`src/rtl/spr_pkg.sv`:
```
package spr_pkg;
    // register byte addresses
    localparam logic [3:0] ADDR_SLEEP_CONTROL = 4'h0;
    localparam logic [3:0] ADDR_POWER_REDUCTION = 4'h4;
    localparam logic [3:0] ADDR_STATUS = 4'h8;
    // sleep_control fields
    localparam int NAP_ARM_BIT = 5;
    localparam int NAP_KIND_LSB = 3;
    localparam logic [7:0] SLEEP_CONTROL_MASK = 8'h38;
    localparam logic [7:0] SLEEP_CONTROL_RESET = 8'h00;
    localparam logic [7:0] POWER_REDUCTION_RESET = 8'h00;
    // power_reduction fields
    localparam int TWO_WIRE_GATE_BIT = 7;
    localparam int UART1_GATE_BIT = 6;
    localparam int UART0_GATE_BIT = 5;
    localparam int SYNC_SERIAL_GATE_BIT = 4;
    localparam int COUNTER2_GATE_BIT = 3;
    localparam int COUNTER1_GATE_BIT = 2;
    localparam int COUNTER0_GATE_BIT = 1;
    localparam int CONVERTER_GATE_BIT = 0;
    // sleep modes
    localparam logic [1:0] NAP_IDLE = 2'h0;
    localparam logic [1:0] NAP_NOISE = 2'h1;
    localparam logic [1:0] NAP_POWER_DOWN = 2'h2;
    localparam logic [1:0] NAP_STANDBY = 2'h3;
    // monitor fuse codes
    localparam logic [1:0] MON_RESERVED = 2'h0;
    localparam logic [1:0] MON_SAMPLED = 2'h1;
    localparam logic [1:0] MON_ENABLED = 2'h2;
    localparam logic [1:0] MON_DISABLED = 2'h3;
    // timing
    localparam int CLK_MHZ = 100;
    localparam int WAKE_HALT_CYCLES = 4;
    localparam int STANDBY_WAKE_CYCLES = 6;
    localparam int STARTUP_DELAY_US = 64;
    localparam int STARTUP_DELAY_CYCLES = STARTUP_DELAY_US * CLK_MHZ;
    localparam int DETECT_TIME_NS = 2000;
    localparam int DETECT_CYCLES = (DETECT_TIME_NS * CLK_MHZ + 999) / 1000;
    localparam int SAMPLE_HZ = 1000;
    localparam int SAMPLE_CYCLES = CLK_MHZ * 1000000 / SAMPLE_HZ;
    localparam int WDOG_PULSE_CYCLES = 2;
    localparam int CNT_W = 24;
    localparam logic [1:0] RESP_OKAY = 2'h0;
    localparam logic [1:0] RESP_SLVERR = 2'h2;

    typedef struct packed {
        logic two_wire;
        logic uart1;
        logic uart0;
        logic sync_serial;
        logic counter2;
        logic counter1;
        logic counter0;
        logic converter;
    } spr_gates_t;

    typedef struct packed {
        logic clk_cpu;
        logic clk_io;
        logic clk_conv;
        logic oscillator;
    } spr_clk_run_t;
endpackage

```
`src/rtl/spr_sleep_power_reset_control.sv`:
```
// The implementer's own choices: the AXI4-Lite interface to the registers and the register addresses.
`timescale 1ns/1ps
module spr_sleep_power_reset_control
    import spr_pkg::*;
#(
    parameter int STARTUP_CYCLES = STARTUP_DELAY_CYCLES,
    parameter int SAMPLE_PERIOD = SAMPLE_CYCLES
)(
    // clock and reset
    input wire logic aclk,
    input wire logic aresetn,
    // axi4-lite slave
    input wire logic [3:0] s_axi_awaddr,
    input wire logic s_axi_awvalid,
    output logic s_axi_awready,
    input wire logic [31:0] s_axi_wdata,
    input wire logic [3:0] s_axi_wstrb,
    input wire logic s_axi_wvalid,
    output logic s_axi_wready,
    output logic [1:0] s_axi_bresp,
    output logic s_axi_bvalid,
    input wire logic s_axi_bready,
    input wire logic [3:0] s_axi_araddr,
    input wire logic s_axi_arvalid,
    output logic s_axi_arready,
    output logic [31:0] s_axi_rdata,
    output logic [1:0] s_axi_rresp,
    output logic s_axi_rvalid,
    input wire logic s_axi_rready,
    // core
    input wire logic sleep_exec,
    input wire logic wake_irq,
    output logic core_halt,
    output logic core_restart,
    // reset sources
    input wire logic power_ok,
    input wire logic reset_pin_n,
    input wire logic reset_pin_enable,
    input wire logic wdog_expire,
    input wire logic wdog_enable,
    input wire logic undervoltage,
    input wire logic [1:0] brownout_active_mode_fuse,
    input wire logic [1:0] brownout_sleep_mode_fuse,
    // outputs to the chip
    output logic port_reset,
    output logic internal_reset,
    output logic monitor_power,
    output spr_gates_t gate_stop,
    output spr_clk_run_t clk_run,
    output logic input_buffer_enable,
    output logic comparator_enable
);

////////////////////////////////////////////////////////////////////////////////

typedef enum logic [3:0] {
    ST_RUN = 4'h1,
    ST_SLEEP = 4'h2,
    ST_WAKE = 4'h4,
    ST_HALT = 4'h8
} spr_state_t;

logic [7:0] sleep_control;
logic [7:0] power_reduction;
spr_state_t state;
logic [1:0] sleep_kind;
logic [3:0] wake_cnt;
logic [CNT_W-1:0] delay_cnt;
logic [CNT_W-1:0] sample_cnt;
logic [7:0] detect_cnt;
logic [2:0] wdog_cnt;
logic wdog_pulse;
logic brownout;
logic forced_continuous;
logic [1:0] fuse_mode;
logic [1:0] mon_mode;
logic mon_on;
logic sample_edge;
logic async_src;
logic aw_held;
logic w_held;
logic [3:0] aw_addr;
logic [31:0] w_data;
logic [3:0] w_strb;

////////////////////////////////////////////////////////////////////////////////
// reset combination

// pin and power-on act without clock
assign async_src = ~power_ok | (reset_pin_enable & ~reset_pin_n);
assign port_reset = async_src | internal_reset;

// watchdog short pulse
always_ff @(posedge aclk)
begin
    if (!power_ok || !aresetn)
    begin
        wdog_pulse <= 1'b0;
        wdog_cnt <= 3'h0;
    end
    else if (wdog_enable && wdog_expire && !wdog_pulse && !internal_reset)
    begin
        wdog_pulse <= 1'b1;
        wdog_cnt <= 3'(WDOG_PULSE_CYCLES - 1);
    end
    else if (wdog_pulse && wdog_cnt != 3'h0)
        wdog_cnt <= wdog_cnt - 3'h1;
    else
        wdog_pulse <= 1'b0;
end

// delay counter, restarted while any source is active
always_ff @(posedge aclk)
begin
    if (!aresetn || async_src || wdog_pulse || brownout)
        delay_cnt <= CNT_W'(STARTUP_CYCLES);
    else if (delay_cnt != '0)
        delay_cnt <= delay_cnt - CNT_W'(1);
end

// power-on drops reset in at once, release waits for the delay
assign internal_reset = ~power_ok | (delay_cnt != '0) | async_src;
assign core_restart = internal_reset;

////////////////////////////////////////////////////////////////////////////////
// brown-out monitor

assign fuse_mode = (state == ST_SLEEP && sleep_kind != NAP_IDLE) ?
    brownout_sleep_mode_fuse : brownout_active_mode_fuse;

assign mon_mode = (forced_continuous || fuse_mode == MON_RESERVED) ?
    MON_ENABLED : fuse_mode;

// 1kHz sample strobe
always_ff @(posedge aclk)
begin
    if (!aresetn || sample_cnt == CNT_W'(SAMPLE_PERIOD - 1))
        sample_cnt <= '0;
    else
        sample_cnt <= sample_cnt + CNT_W'(1);
end
assign sample_edge = (sample_cnt == CNT_W'(SAMPLE_PERIOD - 1));

assign mon_on = (mon_mode == MON_ENABLED) ||
    (mon_mode == MON_SAMPLED && sample_edge);
assign monitor_power = mon_on;

always_ff @(posedge aclk)
begin
    if (!power_ok || !aresetn)
    begin
        detect_cnt <= 8'h00;
        brownout <= 1'b0;
        forced_continuous <= 1'b0;
    end
    else
    begin
        if (mon_mode == MON_SAMPLED && sample_edge && undervoltage)
            forced_continuous <= 1'b1;
        else if (!internal_reset && !undervoltage && !brownout)
            forced_continuous <= 1'b0;
        if (mon_mode == MON_DISABLED || !undervoltage)
        begin
            detect_cnt <= 8'h00;
            brownout <= 1'b0;
        end
        else if (mon_on && detect_cnt >= 8'(DETECT_CYCLES - 1))
            brownout <= 1'b1;
        else if (mon_on)
            detect_cnt <= detect_cnt + 8'h01;
    end
end

////////////////////////////////////////////////////////////////////////////////
// sleep control

always_ff @(posedge aclk)
begin
    if (!aresetn || internal_reset)
    begin
        state <= ST_RUN;
        sleep_kind <= NAP_IDLE;
        wake_cnt <= 4'h0;
    end
    else
    begin
        case (state)
            ST_RUN:
            begin
                if (sleep_exec && sleep_control[NAP_ARM_BIT])
                begin
                    state <= ST_SLEEP;
                    sleep_kind <= sleep_control[NAP_KIND_LSB +: 2];
                end
            end
            ST_SLEEP:
            begin
                if (wake_irq)
                begin
                    state <= ST_WAKE;
                    wake_cnt <= (sleep_kind == NAP_STANDBY) ?
                        4'(STANDBY_WAKE_CYCLES - 1) : 4'h0;
                end
            end
            ST_WAKE:
            begin
                if (wake_cnt == 4'h0)
                begin
                    state <= ST_HALT;
                    wake_cnt <= 4'(WAKE_HALT_CYCLES - 1);
                end
                else
                    wake_cnt <= wake_cnt - 4'h1;
            end
            ST_HALT:
            begin
                if (wake_cnt == 4'h0)
                    state <= ST_RUN;
                else
                    wake_cnt <= wake_cnt - 4'h1;
            end
            default:
                state <= ST_RUN;
        endcase
    end
end

assign core_halt = (state != ST_RUN) || internal_reset;

always_comb
begin
    clk_run = '{clk_cpu: 1'b1, clk_io: 1'b1, clk_conv: 1'b1,
        oscillator: 1'b1};
    if (state == ST_SLEEP || state == ST_WAKE)
    begin
        clk_run.clk_cpu = 1'b0;
        case (sleep_kind)
            NAP_IDLE: clk_run.clk_io = 1'b1;
            NAP_NOISE: clk_run.clk_io = 1'b0;
            NAP_POWER_DOWN:
            begin
                clk_run = '0;
            end
            default:
            begin
                clk_run.clk_io = 1'b0;
                clk_run.clk_conv = 1'b0;
            end
        endcase
    end
end

// wake logic stays powered outside this block
assign input_buffer_enable = clk_run.clk_io | clk_run.clk_conv;

////////////////////////////////////////////////////////////////////////////////
// peripheral clock gates

// gates freeze state rather than reset it
assign gate_stop = power_reduction;
assign comparator_enable = ~power_reduction[CONVERTER_GATE_BIT];

////////////////////////////////////////////////////////////////////////////////
// axi4-lite slave

assign s_axi_awready = ~aw_held & ~s_axi_bvalid;
assign s_axi_wready = ~w_held & ~s_axi_bvalid;
assign s_axi_arready = ~s_axi_rvalid;

always_ff @(posedge aclk)
begin
    if (!aresetn)
    begin
        aw_held <= 1'b0;
        w_held <= 1'b0;
        aw_addr <= 4'h0;
        w_data <= 32'h0;
        w_strb <= 4'h0;
        s_axi_bvalid <= 1'b0;
        s_axi_bresp <= RESP_OKAY;
    end
    else
    begin
        if (s_axi_awvalid && s_axi_awready)
        begin
            aw_held <= 1'b1;
            aw_addr <= s_axi_awaddr;
        end
        if (s_axi_wvalid && s_axi_wready)
        begin
            w_held <= 1'b1;
            w_data <= s_axi_wdata;
            w_strb <= s_axi_wstrb;
        end
        if (aw_held && w_held)
        begin
            aw_held <= 1'b0;
            w_held <= 1'b0;
            s_axi_bvalid <= 1'b1;
            if (aw_addr == ADDR_SLEEP_CONTROL ||
                aw_addr == ADDR_POWER_REDUCTION || aw_addr == ADDR_STATUS)
            begin
                s_axi_bresp <= RESP_OKAY;
            end
            else
            begin
                s_axi_bresp <= RESP_SLVERR;
            end
        end
        else if (s_axi_bvalid && s_axi_bready)
        begin
            s_axi_bvalid <= 1'b0;
        end
    end
end

// register writes
always_ff @(posedge aclk)
begin
    if (!aresetn || internal_reset)
    begin
        sleep_control <= SLEEP_CONTROL_RESET;
        power_reduction <= POWER_REDUCTION_RESET;
    end
    else if (aw_held && w_held && w_strb[0])
    begin
        if (aw_addr == ADDR_SLEEP_CONTROL)
        begin
            sleep_control <= w_data[7:0] & SLEEP_CONTROL_MASK;
        end
        else if (aw_addr == ADDR_POWER_REDUCTION)
        begin
            power_reduction <= w_data[7:0];
        end
    end
end

always_ff @(posedge aclk)
begin
    if (!aresetn)
    begin
        s_axi_rvalid <= 1'b0;
        s_axi_rdata <= 32'h0;
        s_axi_rresp <= RESP_OKAY;
    end
    else if (s_axi_arvalid && s_axi_arready)
    begin
        s_axi_rvalid <= 1'b1;
        s_axi_rresp <= RESP_OKAY;
        if (s_axi_araddr == ADDR_SLEEP_CONTROL)
            s_axi_rdata <= {24'h0, sleep_control};
        else if (s_axi_araddr == ADDR_POWER_REDUCTION)
            s_axi_rdata <= {24'h0, power_reduction};
        else if (s_axi_araddr == ADDR_STATUS)
        begin
            s_axi_rdata <= {24'h0, state, forced_continuous, brownout,
                wdog_pulse, internal_reset};
        end
        else
        begin
            s_axi_rdata <= 32'h0;
            s_axi_rresp <= RESP_SLVERR;
        end
    end
    else if (s_axi_rvalid && s_axi_rready)
        s_axi_rvalid <= 1'b0;
end

endmodule

```
`config.mk`:
```
export PLATFORM = sky130hd
export DESIGN_NAME = spr_sleep_power_reset_control
export DESIGN_NICKNAME = d
export VERILOG_FILES = /design/src/rtl/spr_pkg.sv /design/src/rtl/spr_sleep_power_reset_control.sv
export SDC_FILE = /design/constraint.sdc
export NUM_CORES = 1
export LEC_CHECK = 0
export ABC_AREA = 0
export BUFFER_PORTS_ARGS = -buffer_cell sky130_fd_sc_hd__buf_2
export CORE_ASPECT_RATIO = 1.5
export CORE_MARGIN = 5
export CORE_UTILIZATION = 54
export CTS_CLUSTER_SIZE = 30
export DETAILED_ROUTE_END_ITERATION = 10
export PLACE_DENSITY_LB_ADDON = 0.05
export SLEW_MARGIN = 15
export SYNTH_ARGS = -nofsm -noshare
export SYNTH_HDL_FRONTEND = slang
export SYNTH_SLANG_ARGS = --single-unit
```
`constraint.sdc`:
```
create_clock -name aclk -period 2.7 [get_ports aclk]
set_input_delay 0.54 -clock aclk [delete_from_list [all_inputs] [get_ports aclk]]
set_output_delay 0.54 -clock aclk [all_outputs]
set_load 0.1 [all_outputs]
```
After elaboration in Yosys (flattened, before gate mapping)
Cells that the tools add are included.

cells by class
  add/sub/neg operators = 5
  order comparisons = 1
  eq/ne operators = 22
  muxes and demuxes = 33
  bitwise gates (word level) = 18
  reductions and logical operators = 60

operators with widths
  cell                                                                   count
  4-bit 2-to-1 mux                                                       8
  24-bit by 1-bit adder with 24-bit output (second input constant)       1
  24-bit by 17-bit == test with 1-bit output (second input constant)     1
  8-bit 2-to-1 mux                                                       3
  24-bit nonzero test                                                    1
  24-bit by 1-bit subtractor with 24-bit output (second input constant)  1
  1-bit logical AND                                                      18
  4-bit case mux with 4 select lines                                     1
  1-bit logical OR                                                       13
  1-bit 2-to-1 mux                                                       13
  4-bit by 3-bit == test with 1-bit output (second input constant)       3
  4-bit == test (second input constant)                                  3
  4-bit zero test                                                        3
  2-bit 2-to-1 mux                                                       6
  2-bit != test (second input constant)                                  6
  4-bit case mux with 3 select lines                                     1
  1-bit inverter                                                         10
  2-bit nonzero test                                                     5
  8-bit by 1-bit adder with 8-bit output (second input constant)         1
  2-bit == test (second input constant)                                  4
  8-bit >= comparator (second input constant)                            1
  2-bit OR reduction                                                     4
  1-bit zero test                                                        6
  2-bit AND reduction                                                    3
  13 further kinds                                                       23

word-level totals
  register bits = 136
  output and inout port bits = 60
  word-level logic and storage cells = 162

Logic depth before layout (Yosys ltp)
  depth in word-level cells = 12
  gate-level depth with buffers = 9

Worst setup path before layout
No wires, ideal clock.

  path kind = reg2out
  from = register delay_cnt[2]
  to = output port core_halt
  arrival time = 2.975 ns
  setup slack = -0.815 ns
  stages on the path, launching flop included = 5
  path through = dfxtp_1 -> or4_4 -> nor4b_4 -> nand4_2 -> nand2b_1

between the ends
  word-level cells in the longest chain between the ends = 4

RTL lines
  item                    RTL line                              source
  from (decl)             spr_sleep_power_reset_control.sv:68   logic [CNT_W-1:0] delay_cnt;
  from (signal assigned)  spr_sleep_power_reset_control.sv:116  delay_cnt <= CNT_W'(STARTUP_CYCLES);
  from (signal assigned)  spr_sleep_power_reset_control.sv:118  delay_cnt <= delay_cnt - CNT_W'(1);
  24-bit nonzero test     spr_sleep_power_reset_control.sv:122  assign internal_reset = ~power_ok | (delay_cnt != '0) | async_src;
  1-bit OR (2 in a row)   spr_sleep_power_reset_control.sv:122
  via core_restart        spr_sleep_power_reset_control.sv:34   output logic core_restart,
  1-bit logical OR        spr_sleep_power_reset_control.sv:228  assign core_halt = (state != ST_RUN) || internal_reset;
  to (decl)               spr_sleep_power_reset_control.sv:33   output logic core_halt,

The timed path passes the listed nets, and every way through them passes these cells.

Final worst setup path
  from = register sample_cnt[1]
  to = output port monitor_power

between the ends
  word-level cells in the longest chain between the ends = 3

RTL lines
  item                                        RTL line                              source
  from (decl)                                 spr_sleep_power_reset_control.sv:69   logic [CNT_W-1:0] sample_cnt;
  from (signal assigned)                      spr_sleep_power_reset_control.sv:140  sample_cnt <= sample_cnt + CNT_W'(1);
  24-bit by 17-bit == test with 1-bit output  spr_sleep_power_reset_control.sv:142  assign sample_edge = (sample_cnt == CNT_W'(SAMPLE_PERIOD - 1));
  1-bit logical AND                           spr_sleep_power_reset_control.sv:145  (mon_mode == MON_SAMPLED && sample_edge);
  1-bit logical OR                            spr_sleep_power_reset_control.sv:144  assign mon_on = (mon_mode == MON_ENABLED) ||
  to (decl)                                   spr_sleep_power_reset_control.sv:47   output logic monitor_power,

Every way passes these cells.

==> flow_summary.yaml <==
run_status:
  status: "completed"
critical_path:
  crit_type: "flip-flop to output port"
  worstReg2RegEnd: "delay_cnt[21]$_SDFFE_PP0P_"
  ff2ff_setup_slack_ns: 0.21
  arrival_ns: 2.10
  worst_setup_path_end_kind: "output port"
  cpMaxStageDelayCell: "or4_4"
  r2r_cells: 8
  crit_required_ns: 2.16
  critPathMaxStageDelay_ns: 0.59
  r2r_start: "delay_cnt[5]$_SDFFE_PP0P_"
  cp-start-kind: "flip-flop"
  cp_max_fo: 5
  path_cells: "ha_4 > and4_4 > nand4_1 > or4_4 > nand2_4 > buf_12"
final_layout:
  fin_nets: 792
  final_core_util_pct: 63.4
  layout_common_cells: "106 x dfxtp_1, 70 x nor2_1, 64 x buf_2, 51 x nand2_1, 27 x a21oi_1"
  synthToLayoutAreaGrowth_pct: 15.8
  antenna_cells: 0
  layout_commonest_cell: "dfxtp_1"
  regArea_um2: 2210
  multi_input_area_um2: 3090
  drive_above_1_share_pct: 18.9
  num-fill-cells: 894
routing:
  wirelength_um: 12400
  vias: 4713
  vias_per_cell: 5.59
  drt_pass1_iterations: 4
  wl_per_cell_um: 14.7
  drc: 0
  drt_iter0_markers: 190
  antenna_left: 0
sta:
  fin_skew_ns: 0.00942
  finalHoldViolCount: 0
  fin_crit_sh_pct: 97.6
  holdWs_ns: 0.433
  worstMarginPinSlew_ns: 0.625
  fmax_mhz: 380
  setup_ws_ns: 0.0650
  period_minus_slack_ns: 2.64
  slew_headroom_pct: 57.7
  setup-violations-final: 0
  slew_viol_final: 0
  grt_setup_unrepaired: "true"
global_route:
  grt_pass1_wl_um: 20400
  grt_pass1_vias: 4507
  grt_antenna_before_repair: 0
  grt_max_degree: 31
  grt-ovfl-total: 0
  gr-usage-all-layers_pct: 20.0
floorplanning:
  core_area_um2: 10100
  start_util_pct: 54.8
  num_rows: 45
  fp.dieW_um: 92.6
  io_pins: 123
  die_h_um: 134
  dieArea_um2: 12400
place:
  port_buffers: 69
  dp_hpwl_um: 9150
  place_ws_ns: 0.185
  place_congestion: 0.879
synth:
  yosysSeqAreaShare_pct: 39.9
  yosysWarnings: 0
  syn_inst: 647
  ys_ff_latch: 110
  synth_top_area_share_pct: 39.9
  synthArstFlopShare_pct: 0
  synth_ff_type: "dfxtp_1"
  synth_area_per_cell_um2: 8.53
  synth_edf_count: 0
  synth_area_um2: 5520
  synth_area_leaders: "dfxtp_1 40%, nor2_1 4.9%, mux2i_1 4.5%"
  synth_largest_area_cell: "dfxtp_1"
  ys_types: 65
clocking:
  htree_levels: 3
  numCtsBuffers: 9
  cts_tree: "yes"
  cts.path.max_buffers: 2
  clockRootBuffer: "clkbuf_16"
  clock-sinks: 110
  hold_buffers: 0
  clk_pin_slew_ns: 0.07
  clock_latency_ns: 0.35
min_path:
  hp-start: "s_axi_wstrb[0]"
  holdPathEnd: "w_strb[0]$_SDFFE_PN0P_"
  holdPathStages: 3
  hp-class: "input pin to flip-flop"
run:
  maxCapViolations: 0
power_and_ir_drop:
  p_per_area_nw_per_um2: 554
  power.total_mw: 3.54
  static-leakage-power_nw: 2.42
  ir_worst_vdd_mv: 0.406
cells in the mapped netlist (6+ instances only):
library cell and n:
a21boi_0 13, nor4_1 12, nor3_1 22, xor2_1 16, nor2b_1 15, inv_1 20, clkbuf_1 21, a31oi_1 6
nor3b_1 8, nand4_1 14, o211ai_1 6, a21oi_1 27, ha_1 8, mux2i_1 25, or4_1 7, nand3_1 22
nand3b_1 6, xnor2_1 22, nand2b_1 12, or3_1 11, buf_4 28, nor2_1 72, dfxtp_1 110, nand2_1 53
o21ai_0 10
layer usage:
layer	global-route usage, %	vias to the layer above	wire length, µm
met1	22.9	2217	5170
met4	6.61	0	210
met3	4.43	17	535
met5	0	-	0
met2	36.3	95	6490
li1	-	2384	-
flip-flops by register name, indices dropped and copies added (netlist names):
register           cells
w_held                 1
wdog_pulse             1
sample_cnt            24
wake_cnt               4
aw_addr                4
delay_cnt             24
s_axi_bresp            1
detect_cnt             8
w_strb                 1
s_axi_rdata            8
brownout               1
s_axi_bvalid           1
forced_continuous      1
w_data                 8
s_axi_rresp            1
aw_held                1
sleep_kind             2
wdog_cnt               3
gate_stop              8
s_axi_rvalid           1
state                  4
sleep_control          3
worst max-delay path by stage:
stage,to,depth (start not counted),startpoint
4_1_cts,core_halt,5,delay_cnt[2]$_SDFFE_PP0P_
3_3_place_gp,monitor_power,5,state[0]$_SDFFE_PP1P_
2_1_floorplan,core_halt,4,delay_cnt[2]$_SDFFE_PP0P_
5_1_grt,monitor_power,6,sample_cnt[1]$_SDFF_PP0_
3_5_place_dp,monitor_power,5,state[0]$_SDFFE_PP1P_
6_report,monitor_power,6,sample_cnt[1]$_SDFF_PP0_
metrics by stage:
stage / area [µm²] / cells / TNS, ns
after detailed placement: 5980 / 823 / 0
final: 6390 / 843 / 0
after floorplan: 5660 / 672 / -0.281
after global placement: 5980 / 823 / 0
after CTS: 6340 / 841 / 0
after global routing: 6390 / 843 / -0.0556
cells by family (layout without fill, tap and decap cells):
| family | after synthesis | count (layout) | share of synthesized area [%] |
|---|---|---|---|
| and+or+nand+nor | 290 | 290 | 28.3 |
| DFF | 110 | 110 | 39.9 |
| AOI/OAI and AO/OA | 100 | 100 | 12.3 |
| buffers and inverters | 75 | 129 | 7.12 |
| xor gates and xnor gates | 38 | 38 | 6.03 |
| muxes | 25 | 25 | 4.53 |
| adders and majority gates | 8 | 8 | 1.81 |
| other | 1 | 26 | 0.0679 |
power breakdown:
part           leakage (nW)  internal, mW  switching (mW)
sequential            0.894          1.66          0.0349
clock                 0.141         0.666           0.627
combinational          1.39         0.132           0.420
total                  2.42          2.46            1.08
layout make-up:
type	count	share of cell area [%]
multi-input combinational	487	48.3
sequential	110	34.6
timing repair buffer	93	9.04
clock buffer	10	3.74
tap	117	2.29
inverter	20	1.17
clock inverter	6	0.842
repair_timing:
item / in CTS / in global routing
endpoints found under the hold margin: 0 / 0
setup buffers: 2 / 2
gates resized for setup: 16 / 11
endpoints found under the setup margin: 5 / 5
pin swaps: 3 / 7
worst max-delay path: cells and delay by family, from the launching register on:
family,cells,cell delay [ns]
and+or+nand+nor,4,1.06
DFF,1,0.36
buffers and inverters,1,0.17
adders and majority gates,1,0.14
No activity file was read; power rests on OpenSTA's default activity.
